==> src/inc/conv_regs_map.svh <==
// Notes on behaviour
// - phase bit: clear 120 deg, set 180 deg
// - 180 deg holds only primary to first secondary
// - span field sets setpoint step, reset 10
// - soft-start field sets ramp time, reset 10
// - software writes zeros to control_three reserved bits
// - droop bit enables droop compensation
// - standalone bit kills enable pulldown and follower clock
// - never set standalone while stacked
// - blanking bit floats power-good during transitions
// - software ignores status bits 7-6
// - hiccup flag sticky until status read
// - current limit flag sticky until read
// - thermal warning flag sticky until read
// - thermal shutdown flag sticky until read
// - undervoltage flag sticky until read
// - overvoltage flag sticky until read
// - rewrite setpoint after changing span
`ifndef CONV_REGS_MAP_SVH
`define CONV_REGS_MAP_SVH
`define ADDR_SETPOINT 3'h0
`define ADDR_CONTROL_TWO 3'h2
`define ADDR_CONTROL_THREE 3'h3
`define ADDR_EVENT_FLAGS 3'h4
`define RST_CONTROL_TWO 8'h0a
`define RST_CONTROL_THREE 8'h00
`define RST_EVENT_FLAGS 8'h00
`define CTL2_RSVD_MASK 8'h1f
`define CTL3_RSVD_MASK 8'h07
`define FLAG_MASK 8'h3f
`define BIT_PHASE 4
`define BIT_SPAN_HI 3
`define BIT_SPAN_LO 2
`define BIT_SS_HI 1
`define BIT_SS_LO 0
`define BIT_DROOP 2
`define BIT_STANDALONE 1
`define BIT_BLANK 0
`define BIT_HICCUP 5
`define BIT_OVERCURRENT 4
`define BIT_HEAT_WARN 3
`define BIT_HEAT_SHUT 2
`define BIT_OUT_LOW 1
`define BIT_OUT_HIGH 0
`define SS_TIME_0_US 500
`define SS_TIME_1_US 770
`define SS_TIME_2_US 1000
`define SS_TIME_3_US 2000
`define CLK_MHZ 125
`endif

==> src/inc/conv_regs_pkg.sv <==
package conv_regs_pkg;
	typedef enum logic [1:0] {
		span_1p25mv = 2'b00,
		span_2p5mv = 2'b01,
		span_5mv = 2'b10,
		span_5mv_alt = 2'b11
	} span_t;
	typedef enum logic [1:0] {
		host_idle = 2'b00,
		host_write = 2'b01,
		host_read = 2'b10,
		host_done = 2'b11
	} host_state_t;
endpackage : conv_regs_pkg

==> src/inc/conv_reg_if.sv <==
`timescale 1ns/1ns
interface conv_reg_if;
	logic [2:0] addr;
	logic [7:0] wdata;
	logic wr;
	logic rd;
	logic [7:0] rdata;
	logic rvalid;
	modport device (input addr, input wdata, input wr, input rd, output rdata, output rvalid);
	modport host (output addr, output wdata, output wr, output rd, input rdata, input rvalid);
endinterface : conv_reg_if

==> src/hw/conv_regs_device.sv <==
`timescale 1ns/1ns
`include "conv_regs_map.svh"
module conv_regs_device
	import conv_regs_pkg::*;
(
	input wire logic ref_clk,
	input wire logic rst,
	conv_reg_if.device bus,
	input wire logic hiccup_evt,
	input wire logic overcurrent_evt,
	input wire logic heat_warn_evt,
	input wire logic heat_shut_evt,
	input wire logic out_low_evt,
	input wire logic out_high_evt,
	input wire logic window_ok,
	input wire logic voltage_transition,
	output logic follower_phase_180,
	output logic [1:0] voltage_span_field,
	output logic [3:0] setpoint_step_x4,
	output logic [1:0] softstart_duration,
	output logic [17:0] softstart_cycles,
	output logic droop_comp_on,
	output logic pgood_blank_on_slew,
	output logic en_pulldown_on,
	output logic follower_clk_on,
	output logic power_good_output,
	output logic power_good_oe
);
	typedef struct packed {
		logic [7:0] control_two;
		logic [7:0] control_three;
		logic [7:0] event_flags;
		logic [7:0] rdata;
		logic rvalid;
	} state_t;
	state_t s_r, s_nxt;
	logic [7:0] events;
	////////////////////////////////////////////////////////////////
	function automatic logic [17:0] ss_cycles(input logic [1:0] code);
		int us;
		us = (code == 2'b00) ? `SS_TIME_0_US : (code == 2'b01) ? `SS_TIME_1_US :
			(code == 2'b10) ? `SS_TIME_2_US : `SS_TIME_3_US;
		return 18'(us * `CLK_MHZ);
	endfunction : ss_cycles
	////////////////////////////////////////////////////////////////
	always_comb
	begin
		events = 8'h00;
		events[`BIT_HICCUP] = hiccup_evt;
		events[`BIT_OVERCURRENT] = overcurrent_evt;
		events[`BIT_HEAT_WARN] = heat_warn_evt;
		events[`BIT_HEAT_SHUT] = heat_shut_evt;
		events[`BIT_OUT_LOW] = out_low_evt;
		events[`BIT_OUT_HIGH] = out_high_evt;
		s_nxt = s_r;
		s_nxt.rvalid = bus.rd;
		if (bus.wr)
		begin
			// reserved bits are stored as written; software keeps them zero
			if (bus.addr == `ADDR_CONTROL_TWO)
				s_nxt.control_two = bus.wdata;
			if (bus.addr == `ADDR_CONTROL_THREE)
				s_nxt.control_three = bus.wdata;
		end
		if (bus.rd)
		begin
			unique case (bus.addr)
				`ADDR_CONTROL_TWO: s_nxt.rdata = s_r.control_two;
				`ADDR_CONTROL_THREE: s_nxt.rdata = s_r.control_three;
				`ADDR_EVENT_FLAGS: s_nxt.rdata = s_r.event_flags & `FLAG_MASK;
				default: s_nxt.rdata = 8'h00;
			endcase
		end
		// clearing read then new events; a same-cycle event survives
		if (bus.rd && bus.addr == `ADDR_EVENT_FLAGS)
			s_nxt.event_flags = 8'h00;
		s_nxt.event_flags = (s_nxt.event_flags | events) & `FLAG_MASK;
	end
	always_ff @(posedge ref_clk or posedge rst)
	begin
		if (rst)
			s_r <= '{`RST_CONTROL_TWO, `RST_CONTROL_THREE, `RST_EVENT_FLAGS, 8'h00, 1'b0};
		else
			s_r <= s_nxt;
	end
	////////////////////////////////////////////////////////////////
	assign bus.rdata = s_r.rdata;
	assign bus.rvalid = s_r.rvalid;
	assign follower_phase_180 = s_r.control_two[`BIT_PHASE];
	assign voltage_span_field = s_r.control_two[`BIT_SPAN_HI:`BIT_SPAN_LO];
	// step in units of 1.25 mV: 1, 2, 4, 4
	assign setpoint_step_x4 = (voltage_span_field == span_1p25mv) ? 4'h1 :
		(voltage_span_field == span_2p5mv) ? 4'h2 : 4'h4;
	assign softstart_duration = s_r.control_two[`BIT_SS_HI:`BIT_SS_LO];
	assign softstart_cycles = ss_cycles(softstart_duration);
	assign droop_comp_on = s_r.control_three[`BIT_DROOP];
	assign en_pulldown_on = !s_r.control_three[`BIT_STANDALONE];
	assign follower_clk_on = !s_r.control_three[`BIT_STANDALONE];
	assign pgood_blank_on_slew = s_r.control_three[`BIT_BLANK];
	// open-drain: drive low only when window not ok, release while blanked
	assign power_good_output = 1'b0;
	assign power_good_oe = !window_ok && !(pgood_blank_on_slew && voltage_transition);
endmodule : conv_regs_device

==> src/flat_wrapper.sv <==
// flat-port wrapper written by rule: the top's interface ports become plain ports
module conv_regs_device_flat import conv_regs_pkg::*;
  (ref_clk, rst, hiccup_evt, overcurrent_evt, heat_warn_evt, heat_shut_evt, out_low_evt, out_high_evt, window_ok, voltage_transition, follower_phase_180, voltage_span_field, setpoint_step_x4, softstart_duration, softstart_cycles, droop_comp_on, pgood_blank_on_slew, en_pulldown_on, follower_clk_on, power_good_output, power_good_oe, bus_addr, bus_wdata, bus_wr, bus_rd, bus_rdata, bus_rvalid);
  conv_reg_if bus_i ();
  input wire logic ref_clk;
  input wire logic rst;
  input wire logic hiccup_evt;
  input wire logic overcurrent_evt;
  input wire logic heat_warn_evt;
  input wire logic heat_shut_evt;
  input wire logic out_low_evt;
  input wire logic out_high_evt;
  input wire logic window_ok;
  input wire logic voltage_transition;
  output logic follower_phase_180;
  output logic [1:0] voltage_span_field;
  output logic [3:0] setpoint_step_x4;
  output logic [1:0] softstart_duration;
  output logic [17:0] softstart_cycles;
  output logic droop_comp_on;
  output logic pgood_blank_on_slew;
  output logic en_pulldown_on;
  output logic follower_clk_on;
  output logic power_good_output;
  output logic power_good_oe;
  input wire logic [$bits(bus_i.addr)-1:0] bus_addr;
  input wire logic [$bits(bus_i.wdata)-1:0] bus_wdata;
  input wire logic [$bits(bus_i.wr)-1:0] bus_wr;
  input wire logic [$bits(bus_i.rd)-1:0] bus_rd;
  output wire logic [$bits(bus_i.rdata)-1:0] bus_rdata;
  output wire logic [$bits(bus_i.rvalid)-1:0] bus_rvalid;
  assign bus_i.addr = bus_addr;
  assign bus_i.wdata = bus_wdata;
  assign bus_i.wr = bus_wr;
  assign bus_i.rd = bus_rd;
  assign bus_rdata = bus_i.rdata;
  assign bus_rvalid = bus_i.rvalid;
  conv_regs_device u_core (.ref_clk(ref_clk), .rst(rst), .bus(bus_i), .hiccup_evt(hiccup_evt), .overcurrent_evt(overcurrent_evt), .heat_warn_evt(heat_warn_evt), .heat_shut_evt(heat_shut_evt), .out_low_evt(out_low_evt), .out_high_evt(out_high_evt), .window_ok(window_ok), .voltage_transition(voltage_transition), .follower_phase_180(follower_phase_180), .voltage_span_field(voltage_span_field), .setpoint_step_x4(setpoint_step_x4), .softstart_duration(softstart_duration), .softstart_cycles(softstart_cycles), .droop_comp_on(droop_comp_on), .pgood_blank_on_slew(pgood_blank_on_slew), .en_pulldown_on(en_pulldown_on), .follower_clk_on(follower_clk_on), .power_good_output(power_good_output), .power_good_oe(power_good_oe));
endmodule
==> config.mk <==
export PLATFORM = sky130hd
export DESIGN_NAME = conv_regs_device_flat
export DESIGN_NICKNAME = d
export VERILOG_FILES = /design/src/inc/conv_regs_pkg.sv /design/src/inc/conv_reg_if.sv /design/src/hw/conv_regs_device.sv /design/src/flat_wrapper.sv
export VERILOG_INCLUDE_DIRS = /design/src /design/src/inc
export SDC_FILE = /design/constraint.sdc
export NUM_CORES = 1
export LEC_CHECK = 0
export BUFFER_PORTS_ARGS = -buffer_cell sky130_fd_sc_hd__buf_2
export CAP_MARGIN = 0
export CORE_ASPECT_RATIO = 0.7
export CORE_MARGIN = 2
export CORE_UTILIZATION = 35
export DETAILED_ROUTE_END_ITERATION = 8
export SYNTH_ARGS = -nofsm -noshare
export SYNTH_HDL_FRONTEND = slang
export SYNTH_SLANG_ARGS = --single-unit
==> constraint.sdc <==
create_clock -name ref_clk -period 3.04 [get_ports ref_clk]
set_clock_uncertainty 0.1 [all_clocks]
set_input_delay 0.304 -clock ref_clk [delete_from_list [all_inputs] [get_ports ref_clk]]
set_output_delay 0.304 -clock ref_clk [all_outputs]
set_load 0.02 [all_outputs]
==> impl_metrics.csv <==
group,metric,value,unit
route,drt_first_pass_iters,4,
grt,grt_pass1_vias,1247,
grt,grt_start_max_net_pins,32,
cells_and_area,post-route-cell-area,0.00213,mm^2
timing,fin_ws,0.241,ns
yosys,synth_cells,165,
route,avgViaCountPerCell,4.64,
timing,hold_violations,16,
setup_path,worstSetupPathType,"flip-flop to output port",
clocking,cts-root-buf,"clkbuf_8",
yosys,synth_common_cells,"dfrtp_1 (29), buf_4 (21), inv_1 (13)",
clocking,cts_tree,"done",
job,maxCapViolations,0,
yosys,synth-async-reset-ratio,1.00,
timing,max_freq,0.357,GHz
floorplan,die_y,64.5,um
yosys,seq_area_frac_synth,0.425,
yosys,ys_seq_elements,31,
grt,grt_overflow,0,
clocking,clkSlewWorstSetupHoldPaths,0.06,ns
yosys,ys.flop_type,"dfrtp_1",
yosys,yosysWarnings,0,
route,vias,1286,
route,drt-total-wl,3790,um
setup_path,reg2regPathDepth,3,
setup_path,start_kind,"flip-flop",
clocking,numCtsBuffers,5,
clocking,cts.repair.resized,0,
floorplan,ios,65,
timing,rsz0062_at_grt,"no",
setup_path,critPathMaxFanout,8,
yosys,synth_edf_count,0,
placement,routabilityCongestion,0.784,
clocking,htreeDepth,2,
grt,grt_pass1_wl,6320,um
setup_path,arrival,2.39,ns
route,routedWlPerCell,13.7,um
hold_path,hp-class,"input port to async pin",
run_status,violations,"hold timing",
clocking,clock_latency,0.28,ns
clocking,postCtsSetupBuffers,0,
cells_and_area,drive_gt1_frac,0.447,
cells_and_area,fin_nets,240,
setup_path,critPathRequiredTime,2.64,ns
placement,post-dp-hpwl,2860,um
setup_path,cp-end-kind,"output port",
timing,finalCritPeriodShare,0.921,
yosys,yosysTopAreaCellShare,0.396,
yosys,avgSynthCellArea,11.1,um^2
timing,finalSetupViolations,0,
power_and_ir_drop,power_density,623,mW/mm^2
cells_and_area,area_growth,16.3,%
timing,tns,0,ns
placement,postPlaceCellArea,0.00204,mm^2
timing,hold_slack,-0.00924,ns
yosys,ys_top_cells_by_area,"dfrtp_1 (40%), buf_4 (8.6%), mux2_4 (6.6%)",
power_and_ir_drop,p_leak,1.04,nW
yosys,synth.distinct_cells,37,
placement,pre_cts_slack,0.525,ns
yosys,synth.largest_area_cell,"dfrtp_1",
floorplan,die_w,90.4,um
power_and_ir_drop,ir_drop,0.282,mV
route,ant_nets,0,
floorplan,start_util,0.373,
floorplan,core,0.00491,mm^2
route,drc,0,
cells_and_area,diodes,0,
yosys,yosysMostFrequentCell,"dfrtp_1",
floorplan,die-area,0.00583,mm^2
yosys,synth_area,0.00183,mm^2
run_status,status,"complete, but fails checks",
timing,min_period,2.80,ns
floorplan,rows,21,
timing,drv_slew,0,
route,drt_iter0_markers,91,
power_and_ir_drop,p_total,1.33,mW
grt,grtUsageTotal,0.139,
placement,portBuffers,61,
clocking,cts_sinks,31,
clocking,cts.path.max_buffers,2,
grt,antenna_found_initial,0,
cells_and_area,nFillCells,492,
clocking,cts_hold_repair.buffers,0,
-- path summary, 6_finish.rpt --
check                                          endpoint  slack, ns                    startpoint
setup / recovery                    softstart_cycles[7]       0.24  u_core.softstart_duration[1]
hold / removal                           u_core.s_r[21]     -0.009                           rst
setup reg to reg                    u_core.bus.rdata[1]       1.75                u_core.s_r[18]
hold reg to reg                          u_core.s_r[10]       0.38                u_core.s_r[10]
max in group asynchronous  u_core.softstart_duration[1]       2.53                           rst
min in group ref_clk                     u_core.s_r[11]       0.10                 heat_shut_evt
-- layout by cell type, fill, tap and decap left out --
master     count
a21o_1         6
a21boi_0       1
clkinv_2       1
clkbuf_8       6
xnor2_1        1
mux2_2         8
nand3b_1      10
nor2b_1        1
nor2_1         1
mux2_4         8
inv_1         13
and2_1         1
or2_2          2
o31ai_1        5
a311oi_1       1
nor3b_1        1
a2bb2oi_1      5
buf_4          1
nand4_1        1
buf_2         61
a21oi_1        6
and2b_4        1
ha_1           9
dfstp_2        2
nand2b_1       6
and4b_1        1
nand2_1        6
o22ai_1        3
conb_1         3
o21ai_1        1
and3_4         1
o211ai_1       1
and4bb_2       1
dfrtp_1       29
mux2i_1        3
nand3_4        1
-- worst max-delay path: stages (launching register included) --
cell,delay [ns]
dfstp_2,0.60
inv_1,0.11
ha_1,0.26
or2_2,0.29
ha_1,0.19
o211ai_1,0.11
mux2i_1,0.24
xnor2_1,0.13
buf_2,0.17
-- routing by layer --
metal	track usage	wire [um]	vias to the layer above
met5	0	0	-
met4	0.0519	58	0
met3	0.0395	184	7
met2	0.207	1640	35
met1	0.194	1910	615
li1	-	-	629
-- final cells by class --
class	count	area, um^2	share of cell area
flip-flops and latches	31	778	0.365
well taps	69	86.3	0.0405
inverters	13	48.8	0.0229
repair buffers	62	313	0.147
multi-input cells	95	816	0.383
clock buffers	6	82.6	0.0388
clock inverters	1	5.00	0.00235
-- registers in the layout (all words and copies together), names as in the netlist --
name	flops
u_core.bus.rdata	8
u_core.bus.rvalid	1
u_core.droop_comp_on	1
u_core.follower_phase_180	1
u_core.pgood_blank_on_slew	1
u_core.s_r	15
u_core.softstart_duration	2
u_core.voltage_span_field	2
-- cell families after synthesis --
family                     synth area share
buffers and inverters                 0.133
and+or+nand+nor                       0.131
DFF                                   0.425
AOI/OAI and AO/OA                     0.111
xor gates and xnor gates            0.00479
adders and majority gates            0.0615
other                               0.00205
muxes                                 0.131
-- metrics by stage --
stage / instances / util
floorplan: 167 / -
global placement: 270 / 0.416
detailed placement: 270 / 0.416
CTS: 277 / 0.433
global route: 277 / 0.433
finish: 277 / 0.433
-- where the power goes --
group / internal, mW / switching, mW / total (mW)
registers: 0.474 / 0.0493 / 0.523
logic: 0.194 / 0.286 / 0.480
clock network: 0.177 / 0.146 / 0.323
Power figures use the tool's default switching activity.
